--- src/ppfm_consts.svh ---
// register offsets, reset values and field positions of the port pin mux
// assumes an 8-bit special-function register space with 16-bit addresses
// How it works
// - each pwm port bit is set to input or output by software
// - reset forces every programmable port bit to input
// - reset pin is an input and driven low by internal reset sources
// - all port and control registers sit in the special-function space
`ifndef PPFM_CONSTS_SVH
`define PPFM_CONSTS_SVH
`define PPFM_ADDR_P2         16'h0002
`define PPFM_ADDR_P3         16'h0003
`define PPFM_ADDR_P4         16'h0004
`define PPFM_ADDR_P5         16'h0005
`define PPFM_ADDR_P6         16'h0006
`define PPFM_ADDR_P7         16'h0007
`define PPFM_ADDR_P4_DIR     16'h000c
`define PPFM_ADDR_P6_DIR     16'h000e
`define PPFM_ADDR_VSEL       16'h0f91
`define PPFM_LATCH_RST       8'hff
`define PPFM_DIR_RST         8'h00
`define PPFM_VSEL_RST        8'h00
`define PPFM_VSEL_LSB        4
`define PPFM_SYNC_W          34
`endif

--- src/ppfm_pkg.sv ---
// types shared by the port pin mux files
// assumes ppfm_consts.svh supplies the numeric constants
package ppfm_pkg;
   typedef logic [7:0]  ppfm_byte_t;
   typedef logic [15:0] ppfm_addr_t;
endpackage : ppfm_pkg

--- src/ppfm_sync.sv ---
// two-flop synchroniser for pin inputs
// assumes inputs are asynchronous to clock; ce freezes the chain
`timescale 1ns/1ps
module ppfm_sync #(
   parameter int W = 1
) (
   // clock and reset
   input  wire logic         clock,
   input  wire logic         rst_n,
   input  wire logic         ce,
   // data
   input  wire logic [W-1:0] d_async,
   output logic      [W-1:0] q_sync
);
   logic [W-1:0] meta_reg;
   logic [W-1:0] meta_next;
   logic [W-1:0] q_next;

   always_comb
   begin
      meta_next = ce ? d_async : meta_reg;
      q_next    = ce ? meta_reg : q_sync;
   end

   always_ff @(posedge clock or negedge rst_n)
   begin
      if (!rst_n)
      begin
         meta_reg <= '1;
         q_sync   <= '1;
      end
      else
      begin
         meta_reg <= meta_next;
         q_sync   <= q_next;
      end
   end
endmodule : ppfm_sync

--- src/ppfm_top.sv ---
// port latches, direction registers and alternate-function pin mux
// assumes a same-clock register port from the core and asynchronous pins
`timescale 1ns/1ps
`include "ppfm_consts.svh"
module ppfm_top (
   // clock and reset
   input  wire logic              clock,
   input  wire logic              rst_n,
   input  wire logic              ce,
   // special-function register port
   input  wire ppfm_pkg::ppfm_addr_t sfr_addr,
   input  wire logic              sfr_wr,
   input  wire logic              sfr_rd,
   input  wire ppfm_pkg::ppfm_byte_t sfr_wdata,
   output ppfm_pkg::ppfm_byte_t   sfr_rdata,
   // alternate outputs from peripherals
   input  wire logic [7:1]        pwm_out_7bit,
   input  wire logic              pwm_out_14bit,
   input  wire logic [5:0]        p3_alt_out,
   input  wire logic [7:0]        p5_alt_out,
   input  wire logic [2:0]        osd_rgb,
   input  wire logic              focus_blank_out,
   // internal reset sources
   input  wire logic              wdt_rst,
   input  wire logic              trap_rst,
   input  wire logic              clk_rst,
   // pins
   input  wire logic              p2_in,
   output logic                   p2_out,
   output logic                   p2_oe,
   input  wire logic [5:0]        p3_in,
   output logic      [5:0]        p3_out,
   output logic      [5:0]        p3_oe,
   input  wire logic [7:0]        p4_in,
   output logic      [7:0]        p4_out,
   output logic      [7:0]        p4_oe,
   input  wire logic [7:0]        p5_in,
   output logic      [7:0]        p5_out,
   output logic      [7:0]        p5_oe,
   input  wire logic [7:0]        p6_in,
   output logic      [7:0]        p6_out,
   output logic      [7:0]        p6_oe,
   input  wire logic [1:0]        p7_in,
   output logic      [1:0]        p7_out,
   output logic      [1:0]        p7_oe,
   input  wire logic              rst_pin_in,
   output logic                   rst_pin_out,
   output logic                   rst_pin_oe,
   // synchronised inputs to peripherals
   output logic                   ext_reset_req,
   output logic                   timer3_in,
   output logic                   ext_irq_4,
   output logic                   remote_preproc_in,
   output logic                   vert_sync_in,
   output logic                   horiz_sync_in
);
   import ppfm_pkg::*;

   // register state
   logic      p2_reg, p2_next;
   logic [5:0] p3_reg, p3_next;
   ppfm_byte_t p4_reg, p4_next, p4_dir_reg, p4_dir_next;
   ppfm_byte_t p5_reg, p5_next;
   ppfm_byte_t p6_reg, p6_next, p6_dir_reg, p6_dir_next;
   logic [1:0] p7_reg, p7_next;
   ppfm_byte_t vsel_reg, vsel_next;
   ppfm_byte_t rdata_next;

   // synchronised pins
   logic [`PPFM_SYNC_W-1:0] pin_sync;
   logic       s_p2;
   logic [5:0] s_p3;
   ppfm_byte_t s_p4, s_p5, s_p6;
   logic [1:0] s_p7;
   logic       s_rst;

   ppfm_sync #(.W(`PPFM_SYNC_W)) u_sync (
      .clock   (clock),
      .rst_n   (rst_n),
      .ce      (ce),
      .d_async ({rst_pin_in, p7_in, p6_in, p5_in, p4_in, p3_in, p2_in}),
      .q_sync  (pin_sync)
   );
   assign {s_rst, s_p7, s_p6, s_p5, s_p4, s_p3, s_p2} = pin_sync;

   // register writes and reads; every address is an ordinary data access
   always_comb
   begin
      p2_next     = p2_reg;
      p3_next     = p3_reg;
      p4_next     = p4_reg;
      p4_dir_next = p4_dir_reg;
      p5_next     = p5_reg;
      p6_next     = p6_reg;
      p6_dir_next = p6_dir_reg;
      p7_next     = p7_reg;
      vsel_next   = vsel_reg;
      rdata_next  = sfr_rdata;
      if (ce && sfr_wr)
      begin
         case (sfr_addr)
            `PPFM_ADDR_P2:     p2_next     = sfr_wdata[0];
            `PPFM_ADDR_P3:     p3_next     = sfr_wdata[5:0];
            `PPFM_ADDR_P4:     p4_next     = sfr_wdata;
            `PPFM_ADDR_P4_DIR: p4_dir_next = sfr_wdata;
            `PPFM_ADDR_P5:     p5_next     = sfr_wdata;
            `PPFM_ADDR_P6:     p6_next     = sfr_wdata;
            `PPFM_ADDR_P6_DIR: p6_dir_next = sfr_wdata;
            `PPFM_ADDR_P7:     p7_next     = sfr_wdata[1:0];
            `PPFM_ADDR_VSEL:   vsel_next   = sfr_wdata;
            default:           p2_next     = p2_reg;
         endcase
      end
      if (ce && sfr_rd)
      begin
         // on ports 4 and 6 input bits read the pin, output bits read back their latch; ports 2, 3, 5 and 7 read the pins
         case (sfr_addr)
            `PPFM_ADDR_P2:     rdata_next = {7'h00, s_p2};
            `PPFM_ADDR_P3:     rdata_next = {2'h0, s_p3};
            `PPFM_ADDR_P4:     rdata_next = (p4_dir_reg & p4_reg) | (~p4_dir_reg & s_p4);
            `PPFM_ADDR_P4_DIR: rdata_next = p4_dir_reg;
            `PPFM_ADDR_P5:     rdata_next = s_p5;
            `PPFM_ADDR_P6:     rdata_next = (p6_dir_reg & p6_reg) | (~p6_dir_reg & s_p6);
            `PPFM_ADDR_P6_DIR: rdata_next = p6_dir_reg;
            `PPFM_ADDR_P7:     rdata_next = {6'h00, s_p7};
            `PPFM_ADDR_VSEL:   rdata_next = vsel_reg;
            default:           rdata_next = 8'h00;
         endcase
      end
   end

   always_ff @(posedge clock or negedge rst_n)
   begin
      if (!rst_n)
      begin
         p2_reg     <= 1'b1;
         p3_reg     <= 6'h3f;
         p4_reg     <= `PPFM_LATCH_RST;
         p4_dir_reg <= `PPFM_DIR_RST;
         p5_reg     <= `PPFM_LATCH_RST;
         p6_reg     <= `PPFM_LATCH_RST;
         p6_dir_reg <= `PPFM_DIR_RST;
         p7_reg     <= 2'h3;
         vsel_reg   <= `PPFM_VSEL_RST;
         sfr_rdata  <= 8'h00;
      end
      else
      begin
         p2_reg     <= p2_next;
         p3_reg     <= p3_next;
         p4_reg     <= p4_next;
         p4_dir_reg <= p4_dir_next;
         p5_reg     <= p5_next;
         p6_reg     <= p6_next;
         p6_dir_reg <= p6_dir_next;
         p7_reg     <= p7_next;
         vsel_reg   <= vsel_next;
         sfr_rdata  <= rdata_next;
      end
   end

   // pin drivers, registered so every output comes from a flip-flop
   logic       p2_out_next, p2_oe_next, rst_oe_next;
   logic [5:0] p3_out_next, p3_oe_next;
   ppfm_byte_t p4_out_next, p5_out_next, p5_oe_next, p6_out_next, p6_oe_next;
   logic [1:0] p7_out_next, p7_oe_next;
   logic [5:0] peri_next, peri_reg;
   logic [3:0] video_alt;

   always_comb
   begin
      // latch ports are wired-and: a low latch pulls the pin low, a high
      // latch lets the alternate function through, hence the set-to-one need
      p2_out_next = p2_reg;
      p2_oe_next  = ~p2_reg;
      p3_out_next = p3_reg & p3_alt_out;
      p3_oe_next  = ~p3_out_next;
      p5_out_next = p5_reg & p5_alt_out;
      p5_oe_next  = ~p5_out_next;
      p7_out_next = p7_reg;
      p7_oe_next  = ~p7_reg;
      // pwm is gated by the latch, so a cleared latch silences the channel
      p4_out_next = p4_reg & {pwm_out_7bit, pwm_out_14bit};
      // upper video pins carry display colours when selected, else the latch
      p6_out_next = p6_reg;
      p6_oe_next  = p6_dir_reg;
      // bit 7 blanking, bits 6..4 blue, green, red
      video_alt   = {focus_blank_out, osd_rgb};
      for (int i = 0; i < 4; i++)
      begin
         if (vsel_reg[`PPFM_VSEL_LSB + i])
         begin
            p6_out_next[`PPFM_VSEL_LSB + i] = video_alt[i];
            p6_oe_next[`PPFM_VSEL_LSB + i]  = 1'b1;
         end
      end
      // pin driven low by any internal reset source
      rst_oe_next = wdt_rst | trap_rst | clk_rst;
      peri_next   = {~s_rst, s_p3[1], s_p3[2], s_p3[0], s_p7[1], s_p7[0]};
   end

   always_ff @(posedge clock or negedge rst_n)
   begin
      if (!rst_n)
      begin
         p2_out     <= 1'b1;
         p2_oe      <= 1'b0;
         p3_out     <= 6'h3f;
         p3_oe      <= 6'h00;
         p4_out     <= 8'h00;
         p4_oe      <= 8'h00;
         p5_out     <= 8'hff;
         p5_oe      <= 8'h00;
         p6_out     <= 8'h00;
         p6_oe      <= 8'h00;
         p7_out     <= 2'h3;
         p7_oe      <= 2'h0;
         rst_pin_oe <= 1'b0;
         rst_pin_out <= 1'b0;
         peri_reg   <= 6'h1f;
      end
      else if (ce)
      begin
         p2_out     <= p2_out_next;
         p2_oe      <= p2_oe_next;
         p3_out     <= p3_out_next;
         p3_oe      <= p3_oe_next;
         p4_out     <= p4_out_next;
         p4_oe      <= p4_dir_reg;
         p5_out     <= p5_out_next;
         p5_oe      <= p5_oe_next;
         p6_out     <= p6_out_next;
         p6_oe      <= p6_oe_next;
         p7_out     <= p7_out_next;
         p7_oe      <= p7_oe_next;
         rst_pin_oe <= rst_oe_next;
         // open drain: the reset pin only ever pulls low
         rst_pin_out <= 1'b0;
         peri_reg   <= peri_next;
      end
   end

   assign {ext_reset_req, timer3_in, ext_irq_4, remote_preproc_in,
           vert_sync_in, horiz_sync_in} = peri_reg;

   AST_DIR_RESET: assert property (@(posedge clock) !rst_n |=> p4_dir_reg == 8'h00)
      else $error("port 4 direction not input after reset");
   AST_P4_OE: assert property (@(posedge clock) disable iff (!rst_n)
      ce |=> p4_oe == $past(p4_dir_reg))
      else $error("port 4 enable does not follow direction");
   AST_DIR_WRITE: assert property (@(posedge clock) disable iff (!rst_n)
      ce && sfr_wr && sfr_addr == `PPFM_ADDR_P4_DIR |=> p4_dir_reg == $past(sfr_wdata))
      else $error("direction write lost");
   AST_P4_LATCH: assert property (@(posedge clock) disable iff (!rst_n)
      ce && p4_dir_reg[1] && pwm_out_7bit[1] |=> p4_out[1] == $past(p4_reg[1]))
      else $error("port 4 output does not show latch");
   AST_P6_LATCH: assert property (@(posedge clock) disable iff (!rst_n)
      ce && !vsel_reg[4] && p6_dir_reg[4] |=> p6_oe[4] && p6_out[4] == $past(p6_reg[4]))
      else $error("port 6 output does not show latch");
   AST_RST_OUT: assert property (@(posedge clock) disable iff (!rst_n)
      ce && (wdt_rst || trap_rst || clk_rst) |=> rst_pin_oe && !rst_pin_out)
      else $error("reset pin not driven on internal reset");
   AST_RST_IN: assert property (@(posedge clock) disable iff (!rst_n)
      ce [*3] ##0 !rst_pin_in ##1 ce [*3] |-> ext_reset_req)
      else $error("external reset not seen");
   AST_VSEL_READ: assert property (@(posedge clock) disable iff (!rst_n)
      ce && sfr_rd && sfr_addr == `PPFM_ADDR_VSEL |=> sfr_rdata == $past(vsel_reg))
      else $error("select register readback wrong");
   AST_UNMAPPED: assert property (@(posedge clock) disable iff (!rst_n)
      ce && sfr_rd && sfr_addr == 16'h0100 |=> sfr_rdata == 8'h00)
      else $error("unmapped read not zero");

   COV_P4_OUT: cover property (@(posedge clock) disable iff (!rst_n) p4_oe == 8'hff);
   COV_OSD: cover property (@(posedge clock) disable iff (!rst_n) vsel_reg[7:4] == 4'hf);
   COV_RST: cover property (@(posedge clock) disable iff (!rst_n) rst_pin_oe);
endmodule : ppfm_top

--- config.mk ---
export PLATFORM = sky130hd
export DESIGN_NAME = ppfm_top
export DESIGN_NICKNAME = d
export VERILOG_FILES = /design/src/ppfm_pkg.sv /design/src/ppfm_sync.sv /design/src/ppfm_top.sv
export VERILOG_INCLUDE_DIRS = /design/src
export SDC_FILE = /design/constraint.sdc
export NUM_CORES = 1
export LEC_CHECK = 0
export ABC_AREA = 1
export CAP_MARGIN = 20
export CORE_MARGIN = 10
export CORE_UTILIZATION = 60
export DETAILED_ROUTE_END_ITERATION = 8
export DONT_BUFFER_PORTS = 1
export PLACE_DENSITY = 0.81
export SYNTH_ARGS = -nofsm -noshare
export SYNTH_HDL_FRONTEND = slang
export SYNTH_SLANG_ARGS = --single-unit
--- constraint.sdc ---
create_clock -name clock -period 2.8 [get_ports clock]
set_input_delay 0.28 -clock clock [delete_from_list [all_inputs] [get_ports clock]]
set_output_delay 0.28 -clock clock [all_outputs]
set_load 0.02 [all_outputs]
==> flow_metrics.env, run 1 <==
export IMPL_fp_dieArea_sq_um=20000
export IMPL_min_period_ns=1.41
export IMPL_cap_viol_max_count=0
export IMPL_violations="hold timing"
export IMPL_antenna_found_initial=1
export IMPL_dp_hpwl_mm=14.7
export IMPL_gp_congestion=0.895
export IMPL_syn_area_sq_um=8840
export IMPL_leakage_nw=4.79
export IMPL_grt_pass1_wl_mm=37.0
export IMPL_finalNetCount=1142
export IMPL_cts_buffers=22
export IMPL_setup_viol=0
export IMPL_remaining_drc_errors=0
export IMPL_synth_seq_cells=206
export IMPL_synth_most_common_cell="nand2_1"
export IMPL_port_buffers=0
export IMPL_path_class="flip-flop to output pin"
export IMPL_r2r_start="u_sync.q_sync[23]"
export IMPL_cp_start_kind="flip-flop"
export IMPL_grt_usage_pct=22.8
export IMPL_cts_resized=0
export IMPL_htree_levels=1
export IMPL_cts_tree="yes"
export IMPL_rsz0062_at_grt="false"
export IMPL_synth_area_leaders="dfstp_2 (37%), dfrtp_1 (23%), nand2_1 (17%)"
export IMPL_power_frac_seq_pct=50.0
export IMPL_switchingPower_mw=1.52
export IMPL_fin_tns_setup_ns=0
export IMPL_grt_overflow_total=0
export IMPL_start_util_pct=61.1
export IMPL_tightest_slew_ns=0.623
export IMPL_clk_pin_slew_worst_paths_ns=0.06
export IMPL_finClkSkew_ns=0.0124
export IMPL_dr_total_vias=6939
export IMPL_netlist_area_leader_share_pct=36.6
export IMPL_ys_top_cells_by_count="nand2_1 (405), dfstp_2 (123), dfrtp_1 (83)"
export IMPL_drt_iter0_markers=729
export IMPL_yosysSeqAreaShare_pct=60.0
export IMPL_ant_nets=0
export IMPL_peakVddDrop_mv=0.595
export IMPL_worstPathMaxFanout=2
export IMPL_rrSetupSlack_ns=1.46
export IMPL_cp_end_kind="output pin"
export IMPL_period_share_pct=50.5
export IMPL_hold_viol_final=206
export IMPL_p_int_mw=5.21
export IMPL_max_slew_margin_pct=58.4
export IMPL_fp_dieW_um=141
export IMPL_synthCells=988
export IMPL_drt_pass1_iter_count=5
export IMPL_synth_cell_types=30
export IMPL_p_comb_share_pct=5.8
export IMPL_reg2reg_depth=8
export IMPL_grt_max_degree=207
export IMPL_fmax_ghz=0.707
export IMPL_r2r_end="sfr_rdata[0]"
export IMPL_synth_top_flop_cell="dfstp_2"
export IMPL_drv_slew=0
export IMPL_syn_to_final_growth_pct=17.9
export IMPL_cts_sinks=206
export IMPL_power_density_nw_per_um2=645
export IMPL_clock_power_share_pct=44.3
export IMPL_cts_setup_buffers=0
export IMPL_cts_root_buf="clkbuf_16"
export IMPL_postRouteWirelength_mm=23.4
export IMPL_drive_above_1_share_pct=20.0
export IMPL_cts_hold_buf=77
export IMPL_wl_per_cell_um=18.7
export IMPL_status="finished with violations"
export IMPL_fin_hold_ws_ns=-0.515
export IMPL_synth_fp_nets=1080
export IMPL_die_y_um=141
export IMPL_synth_area_leader_cell="dfstp_2"
export IMPL_io_pin_count=174
export IMPL_fp_coreArea_sq_um=14500
export IMPL_arrival_ns=1.13
export IMPL_yosysWarnings=0
export IMPL_num_rows=44
export IMPL_via_per_inst=5.55
export IMPL_grt_pass1_vias=7020
export IMPL_clk_path_buf_depth=3
export IMPL_hold_path_class="input pin to asynchronous set/reset pin"
export IMPL_async_flop_share_pct=100
export IMPL_insertion_delay_ns=0.50
export IMPL_synth_avg_cell_area_sq_um=8.95
export IMPL_swShare_pct=22.6
export IMPL_synth_edf_count=0
export IMPL_cp_required_ns=2.52
export IMPL_nFillCells=1037
export IMPL_p_total_mw=6.72
-- cell usage in the layout (no fill, tap or decap), drive strengths merged, types with 2 or more instances in the layout --
| cell type | n |
|---|---|
| inv | 48 |
| dfstp | 123 |
| clkbuf | 34 |
| o21a | 8 |
| dlygate4sd3 | 76 |
| a21o | 14 |
| a21oi | 16 |
| nand3 | 37 |
| a31oi | 2 |
| clkinv | 4 |
| nor2 | 81 |
| and2 | 3 |
| dfrtp | 83 |
| o21ai | 113 |
| nand2 | 415 |
| buf | 4 |
-- logic make-up (layout without fill, tap and decap cells) --
family	Yosys count	in the layout	synth area share (%)
buffers and inverters	90	168	4.73
AND/OR/NAND/NOR	538	538	25.1
other	1	2	0.0424
AO/OA/AOI/OAI	153	153	10.1
flip-flops	206	206	60.0
-- layer usage --
metal / up-vias / wire [um] / global-route usage (%)
met5: - / 0 / 0
met4: 0 / 785 / 8.71
met3: 56 / 1950 / 5.54
met2: 281 / 11800 / 39.1
met1: 3360 / 8800 / 27.2
li1: 3242 / - / -
-- how the worst max path moves through the flow --
| stage | from | to | depth (start not counted) |
|---|---|---|---|
| floorplan | sfr_addr[5] | p4_dir_reg[6] | 9 |
| global placement | sfr_addr[15] | p4_dir_reg[3] | 7 |
| detailed placement | sfr_addr[15] | p4_dir_reg[0] | 7 |
| CTS | p2_out | p2_out | 0 |
| global route | u_sync.q_sync[23] | sfr_rdata[0] | 8 |
| finish | p7_out[1] | p7_out[1] | 0 |
-- power by group through the flow --
stage                     combinational [mW]  clock [mW]  sequential (mW)
after floorplan                        0.229           0             3.37
after global placement                 0.257           0             3.40
after detailed placement               0.265           0             3.40
after CTS                              0.381        3.01             3.36
after global routing                   0.436        3.13             3.38
final                                  0.387        2.98             3.36
-- stage by stage --
step                instances  setup slack [ns]  cell area, sq um  utilization (%)  hold WS [ns]
floorplan                 988              1.45              8840                -       -0.0156
global placement         1133              1.12              8870             61.3      -0.00425
detailed placement       1133              1.06              8870             61.3      -0.00489
CTS                      1250              1.40             10400             72.0        -0.527
global route             1251              1.37             10400             72.0        -0.530
finish                   1251              1.39             10400             72.0        -0.515
-- cell type report --
type                       count  area [sq um]  share of cell area (%)
sequential                   206          5310                    50.9
multi-input combinational    692          3120                    29.9
timing repair buffer          80           823                    7.89
clock buffer                  34           708                    6.79
tap                          184           230                    2.21
inverter                      48           183                    1.75
clock inverter                 6          57.6                   0.552
antenna                        1          2.50                  0.0240
No activity file was read; power rests on OpenSTA's default activity.
==> run 2, diff against run 1 <==
--- a/config.mk
+++ b/config.mk
@@ -6,13 +6,13 @@
 export SDC_FILE = /design/constraint.sdc
 export NUM_CORES = 1
 export LEC_CHECK = 0
-export ABC_AREA = 1
+export ABC_AREA = 0
 export CAP_MARGIN = 20
 export CORE_MARGIN = 10
-export CORE_UTILIZATION = 60
+export CORE_UTILIZATION = 57
 export DETAILED_ROUTE_END_ITERATION = 8
 export DONT_BUFFER_PORTS = 1
-export PLACE_DENSITY = 0.81
+export PLACE_DENSITY = 0.8
 export SYNTH_ARGS = -nofsm -noshare
 export SYNTH_HDL_FRONTEND = slang
 export SYNTH_SLANG_ARGS = --single-unit
==> constraint.sdc (replaced) <==
create_clock -name clock -period 1.2 [get_ports clock]
set_input_delay 0.12 -clock clock [delete_from_list [all_inputs] [get_ports clock]]
set_output_delay 0.12 -clock clock [all_outputs]
set_load 0.02 [all_outputs]
==> run 2 against run 1 <==
Effect of this change:
- global-route usage is essentially flat
- critical path depth grew 7
- utilization grew 3.1 points
- worst hold slack lost 0.16 ns
- combinational power grew 150%
- via count shrank 16%
- the flow finishes with violations (hold timing, setup timing)
- routed wire length grew 3.7%
- flip-flop and latch count is the same
- area after synthesis shrank 0.57%
==> flow_metrics.env, run 2 <==
export IMPL_port_buffers=0
export IMPL_synthCells=651
export IMPL_tightest_slew_ns=0.628
export IMPL_dr_total_vias=5841
export IMPL_grt_pass1_vias=6182
export IMPL_dp_cells=880
export IMPL_synthXorXnorAreaFrac_pct=0
export IMPL_fmax_ghz=0.642
export IMPL_setup_viol=77
export IMPL_grt_pass1_wl_mm=36.9
export IMPL_yosysSeqAreaShare_pct=60.4
export IMPL_syn_to_final_growth_pct=29.4
export IMPL_leakage_nw=4.72
export IMPL_violations="hold timing, setup timing"
export IMPL_final_cell_mix="dfstp_2 (123), mux2_2 (93), dfrtp_1 (83)"
export IMPL_fp_dieW_um=144
export IMPL_cts_root_buf="clkbuf_16"
export IMPL_critical_path_max_stage_delay_ns=0.57
export IMPL_htree_levels=1
export IMPL_grt_usage_pct=22.9
export IMPL_cp_start_kind="input pin"
export IMPL_clk_pin_slew_worst_paths_ns=0.06
export IMPL_finClkSkew_ns=0.0234
export IMPL_arrival_ns=1.97
export IMPL_cap_viol_max_count=0
export IMPL_p_total_mw=16.2
export IMPL_postRouteWirelength_mm=24.2
export IMPL_finalNetCount=873
export IMPL_fin_cells=988
export IMPL_fin_hold_ws_ns=-0.677
export IMPL_synth_edf_count=0
export IMPL_worstPathMaxFanout=8
export IMPL_remaining_drc_errors=0
export IMPL_status="finished with violations"
export IMPL_fp_coreArea_sq_um=15100
export IMPL_synth_seq_cells=206
export IMPL_syn_area_sq_um=8790
export IMPL_clk_path_buf_depth=3
export IMPL_synth_compound_area_share_pct=6.20
export IMPL_min_period_ns=1.56
export IMPL_synthAdderAreaFrac_pct=0
export IMPL_async_flop_share_pct=100
export IMPL_slowest_stage="or4_4"
export IMPL_layout_setup_ws_ns=-0.357
export IMPL_hold_path_class="input pin to asynchronous set/reset pin"
export IMPL_io_pin_count=174
export IMPL_synth_area_leader_cell="dfstp_2"
export IMPL_synth_most_common_cell="mux2_2"
export IMPL_wl_per_cell_um=24.5
export IMPL_synth_cell_types=49
export IMPL_gp_congestion=0.887
export IMPL_synth_area_leaders="dfstp_2 (37%), dfrtp_1 (24%), mux2_2 (19%)"
export IMPL_nFillCells=922
export IMPL_cp_end_kind="flip-flop"
export IMPL_start_util_pct=58.1
export IMPL_ys_top_cells_by_count="mux2_2 (152), dfstp_2 (123), dfrtp_1 (83)"
export IMPL_max_slew_margin_pct=58.0
export IMPL_synth_mux_area_share_pct=22.5
export IMPL_rsz0062_at_grt="true"
export IMPL_insertion_delay_ns=0.51
export IMPL_yosys_area_share_simple_pct=7.97
export IMPL_fin_util_pct=75.1
export IMPL_num_rows=45
export IMPL_die_y_um=144
export IMPL_synth_top_flop_cell="dfstp_2"
export IMPL_power_density_nw_per_um2=1420
export IMPL_peakVddDrop_mv=1.68
export IMPL_crit_chain="or4_4, nor4_4, buf_4, nand3_4, nor3b_4, buf_12, mux2_4"
export IMPL_final_common_cell="dfstp_2"
export IMPL_hold_viol_final=339
export IMPL_netlist_area_leader_share_pct=36.8
export IMPL_drive_above_1_share_pct=54.0
export IMPL_dp_hpwl_mm=16.3
export IMPL_drt_pass1_iter_count=6
export IMPL_grt_overflow_total=0
export IMPL_grt_max_degree=207
export IMPL_drv_slew=0
export IMPL_synth_avg_cell_area_sq_um=13.5
export IMPL_cts_sinks=206
export IMPL_cp_required_ns=1.62
export IMPL_cts_tree="yes"
export IMPL_period_share_pct=130
export IMPL_yosysWarnings=0
export IMPL_ant_nets=0
export IMPL_path_class="input pin to flip-flop"
export IMPL_synth_fp_nets=743
export IMPL_via_per_inst=5.91
export IMPL_synth_top_family_by_area="multiplexers"
export IMPL_fp_dieArea_sq_um=20800
export IMPL_drt_iter0_markers=372
export IMPL_antenna_found_initial=4
export IMPL_cts_buffers=22
## run 2: cell count changes after synthesis, moves of 14 or more
cell and delta:
nand2_1 -392, o21ai_1 -15, o21ai_2 -19, o21ai_0 -47, mux2i_1 +27, a21o_1 -14, inv_1 -17, mux2_2 +152
nor2_1 -44
## run 2: area by class of cell
cell class | count | area [sq um] | share of cell area [%]
Tap cell | 188 | 235 | 2.07
Antenna cell | 3 | 7.51 | 0.0660
Clock inverter | 11 | 171 | 1.51
Sequential cell | 206 | 5310 | 46.6
Inverter | 28 | 105 | 0.923
Multi-Input combinational cell | 381 | 3630 | 31.9
Clock buffer | 29 | 627 | 5.51
Timing Repair Buffer | 142 | 1290 | 11.4
## run 2: critical path, delay by kind of cell
kind / cells / cell delay, ns
buffers and inverters: 2 / 0.35
AND/OR/NAND/NOR: 4 / 1.19
multiplexers: 1 / 0.31
## run 2: final timing paths
path                               start  cells past startpoint            to  slack, ns
setup / recovery            sfr_addr[14]                      7     p5_reg[2]      -0.36
hold / removal                     rst_n                      0     p6_out[2]      -0.68
setup reg to reg           p4_dir_reg[5]                      5  sfr_rdata[5]      -0.32
hold reg to reg                 p4_oe[2]                      1      p4_oe[2]       0.51
max in group asynchronous          rst_n                      0   peri_reg[2]       1.42
min in group clock                    ce                      1    rst_pin_oe      -0.29
## run 2: what timing repair did
action | in CTS | in global routing
hold buffers | 45 | 12
pin swaps | 7 | 13
resized for setup | 64 | 22
endpoints found under the hold margin | 411 | 348
setup buffers | 7 | 3
setup endpoints to repair | 84 | 87
## run 2: logic make-up (layout without fill, tap and decap cells)
family                 Yosys count  in the layout
other                            1              4
flip-flops                     206            206
AND/OR/NAND/NOR                115            115
AO/OA/AOI/OAI                   86             86
buffers and inverters           64            210
multiplexers                   179            179
## run 2: per-layer routing
layer	vias up	share of wire (%)	global-route usage (%)
met2	205	50	38.3
met3	41	7.1	5.51
met4	2	2.3	5.53
met5	-	0.066	0
li1	2603	-	-
met1	2990	41	29.3
## run 2: power by group
part / total [mW] / switching [mW] / internal (mW)
sequential: 7.92 / 0.363 / 7.56
clock: 7.30 / 2.74 / 4.56
combinational: 0.965 / 0.360 / 0.605
## run 2: per-stage QoR
step | TNS [ns] | hold WS [ns] | setup slack, ns | instance area (sq um)
finish | -15.06 | -0.677 | -0.357 | 11400
global route | -17.96 | -0.698 | -0.394 | 11400
CTS | -14.59 | -0.706 | -0.328 | 11100
detailed placement | -48.05 | -0.167 | -0.857 | 9600
global placement | -48.41 | -0.166 | -0.849 | 9600
floorplan | -47.48 | -0.176 | -0.918 | 8960
==> run 3, diff against run 2 <==
--- a/config.mk
+++ b/config.mk
@@ -8,11 +8,13 @@
 export LEC_CHECK = 0
 export ABC_AREA = 0
 export CAP_MARGIN = 20
+export CELL_PAD_IN_SITES_DETAIL_PLACEMENT = 0
+export CELL_PAD_IN_SITES_GLOBAL_PLACEMENT = 2
 export CORE_MARGIN = 10
-export CORE_UTILIZATION = 57
+export CORE_UTILIZATION = 39
 export DETAILED_ROUTE_END_ITERATION = 8
 export DONT_BUFFER_PORTS = 1
-export PLACE_DENSITY = 0.8
+export PLACE_DENSITY = 0.81
 export SYNTH_ARGS = -nofsm -noshare
 export SYNTH_HDL_FRONTEND = slang
 export SYNTH_SLANG_ARGS = --single-unit
==> run 3 against run 2 <==
Effect of this change:
- the flow still finishes with violations (hold timing, setup timing)
- non-clock buffer count up 23
- global-route usage down 6.1 points
- clock skew up 0.0012 ns
- combinational power down 2.4%
- via count up 0.43%
- cell area up 2.2%
- setup slack better by 0.019 ns
- critical path type unchanged
- largest cell class unchanged
- largest power group unchanged
==> flow_metrics.env, run 3 (same netlist as run 2, synthesis figures left out) <==
export IMPL_grt_max_degree=207
export IMPL_dr_total_vias=5866
export IMPL_gp_congestion=0.873
export IMPL_fmax_ghz=0.650
export IMPL_nFillCells=1840
export IMPL_cp_required_ns=1.59
export IMPL_remaining_drc_errors=0
export IMPL_grt_pass1_wl_mm=37.9
export IMPL_critical_path_max_stage_delay_ns=0.59
export IMPL_cp_start_kind="input pin"
export IMPL_htree_levels=1
export IMPL_r2r_end="sfr_rdata[3]"
export IMPL_power_density_nw_per_um2=1390
export IMPL_crit_chain="or4_4, nor3_4, buf_6, nand4_4, nor4_4, buf_6, mux2_4"
export IMPL_startpoint="sfr_addr[4]"
export IMPL_finClkSkew_ns=0.0247
export IMPL_drv_slew=0
export IMPL_r2r_start="p4_dir_reg[3]"
export IMPL_num_rows=54
export IMPL_final_common_cell="dfstp_2"
export IMPL_reg2reg_depth=5
export IMPL_max_slew_margin_pct=55.9
export IMPL_final_cell_mix="dfstp_2 (123), mux2_2 (94), buf_4 (86)"
export IMPL_drt_pass1_iter_count=7
export IMPL_path_class="input pin to flip-flop"
export IMPL_grt_usage_pct=16.8
export IMPL_via_per_inst=5.32
export IMPL_hold_viol_final=263
export IMPL_cts_buffers=23
export IMPL_wl_per_cell_um=22.6
export IMPL_fp_dieArea_sq_um=28900
export IMPL_power_frac_seq_pct=49.1
export IMPL_rrSetupSlack_ns=-0.32
export IMPL_die_y_um=170
export IMPL_ant_nets=0
export IMPL_tightest_slew_ns=0.659
export IMPL_grt_pass1_vias=6164
export IMPL_status="finished with violations"
export IMPL_worstPathMaxFanout=8
export IMPL_p_comb_share_pct=5.8
export IMPL_postRouteWirelength_mm=24.9
export IMPL_cts_root_buf="clkbuf_16"
export IMPL_min_period_ns=1.54
export IMPL_arrival_ns=1.93
export IMPL_cp_endpoint="p4_dir_reg[3]"
export IMPL_start_util_pct=39.9
export IMPL_cts_tree="yes"
export IMPL_peakVddDrop_mv=1.24
export IMPL_clk_path_buf_depth=3
export IMPL_swShare_pct=21.2
export IMPL_leakage_nw=4.83
export IMPL_violations="hold timing, setup timing"
export IMPL_cp_end_kind="flip-flop"
export IMPL_p_int_mw=12.7
export IMPL_clk_pin_slew_worst_paths_ns=0.06
export IMPL_drive_above_1_share_pct=54.4
export IMPL_slowest_stage="or4_4"
export IMPL_setup_viol=79
export IMPL_drt_iter0_markers=453
export IMPL_finalNetCount=897
export IMPL_antenna_found_initial=0
export IMPL_port_buffers=0
export IMPL_insertion_delay_ns=0.52
export IMPL_layout_setup_ws_ns=-0.337
export IMPL_rsz0062_at_grt="true"
export IMPL_dp_hpwl_mm=17.2
export IMPL_grt_overflow_total=0
export IMPL_fp_coreArea_sq_um=22000
export IMPL_hold_path_class="input pin to asynchronous set/reset pin"
export IMPL_fin_hold_ws_ns=-0.677
export IMPL_period_share_pct=128
export IMPL_fin_util_pct=52.8
export IMPL_clock_power_share_pct=45.1
export IMPL_worst_path_most_repeated_cell="buf_6"
export IMPL_switchingPower_mw=3.42
export IMPL_antenna_cells=0
export IMPL_fp_dieW_um=170
export IMPL_syn_to_final_growth_pct=32.3
export IMPL_io_pin_count=174
export IMPL_cts_sinks=206
export IMPL_cap_viol_max_count=0
==> run 3: worst min-delay path by stage <==
| stage | startpoint | end | slack [ns] | cells past startpoint |
|---|---|---|---|---|
| 5_1_grt | rst_n | p6_oe[7] | -0.70 | 0 |
| 3_5_place_dp | rst_n | p6_out[7] | -0.16 | 0 |
| 2_1_floorplan | rst_n | p2_oe | -0.18 | 0 |
| 6_report | rst_n | rst_pin_oe | -0.68 | 0 |
| 4_1_cts | rst_n | sfr_rdata[2] | -0.71 | 0 |
| 3_3_place_gp | rst_n | p6_oe[7] | -0.16 | 0 |
==> run 3: per-stage QoR <==
step / power, mW / TNS (ns) / std cells / setup slack [ns] / cell area (sq um)
6_report: 16.1 / -14.55 / 1102 / -0.337 / 11600
4_1_cts: 16.3 / -13.65 / 1089 / -0.325 / 11400
3_5_place_dp: 8.71 / -47.30 / 988 / -0.868 / 9840
2_1_floorplan: 8.56 / -47.48 / 651 / -0.918 / 8960
5_1_grt: 16.7 / -17.11 / 1102 / -0.402 / 11600
3_3_place_gp: 8.66 / -47.13 / 988 / -0.872 / 9840
==> run 3: what timing repair did <==
action,4_1_cts,5_1_grt
buffers inserted,11,8
gates resized for setup,61,25
hold endpoints to repair,410,349
pin swaps,16,8
setup endpoints to repair,83,87
hold buffers,49,8
==> run 3: cell type report <==
class | instances | area, sq um | area share, %
clock buffers | 37 | 688 | 5.92
clock inverters | 5 | 104 | 0.893
inverters | 28 | 105 | 0.903
multi-input cells | 381 | 3600 | 30.9
flip-flops and latches | 206 | 5310 | 45.6
well taps | 280 | 350 | 3.01
repair buffers | 165 | 1480 | 12.7
==> run 3: power groups by stage <==
stage | clock [mW] | sequential, mW | combinational, mW
6_report | 7.27 | 7.91 | 0.942
4_1_cts | 7.47 | 7.91 | 0.901
5_1_grt | 7.74 | 7.96 | 1.02
3_3_place_gp | 0 | 8.00 | 0.668
3_5_place_dp | 0 | 8.02 | 0.688
2_1_floorplan | 0 | 7.87 | 0.687
==> run 3: worst max-delay path: cells and delay by family <==
family | cells | cell delay (ns)
buffers and inverters | 2 | 0.36
muxes | 1 | 0.32
and+or+nand+nor | 4 | 1.12
==> run 3: metal layers <==
layer,part of all wire (%),wire length (um),track usage [%],vias up
li1,-,-,-,2648
met1,43,10800,22.1,2969
met2,47,11600,26.8,204
met3,8.0,1990,4.42,45
met4,2.2,548,4.27,0
met5,0,0,0,-
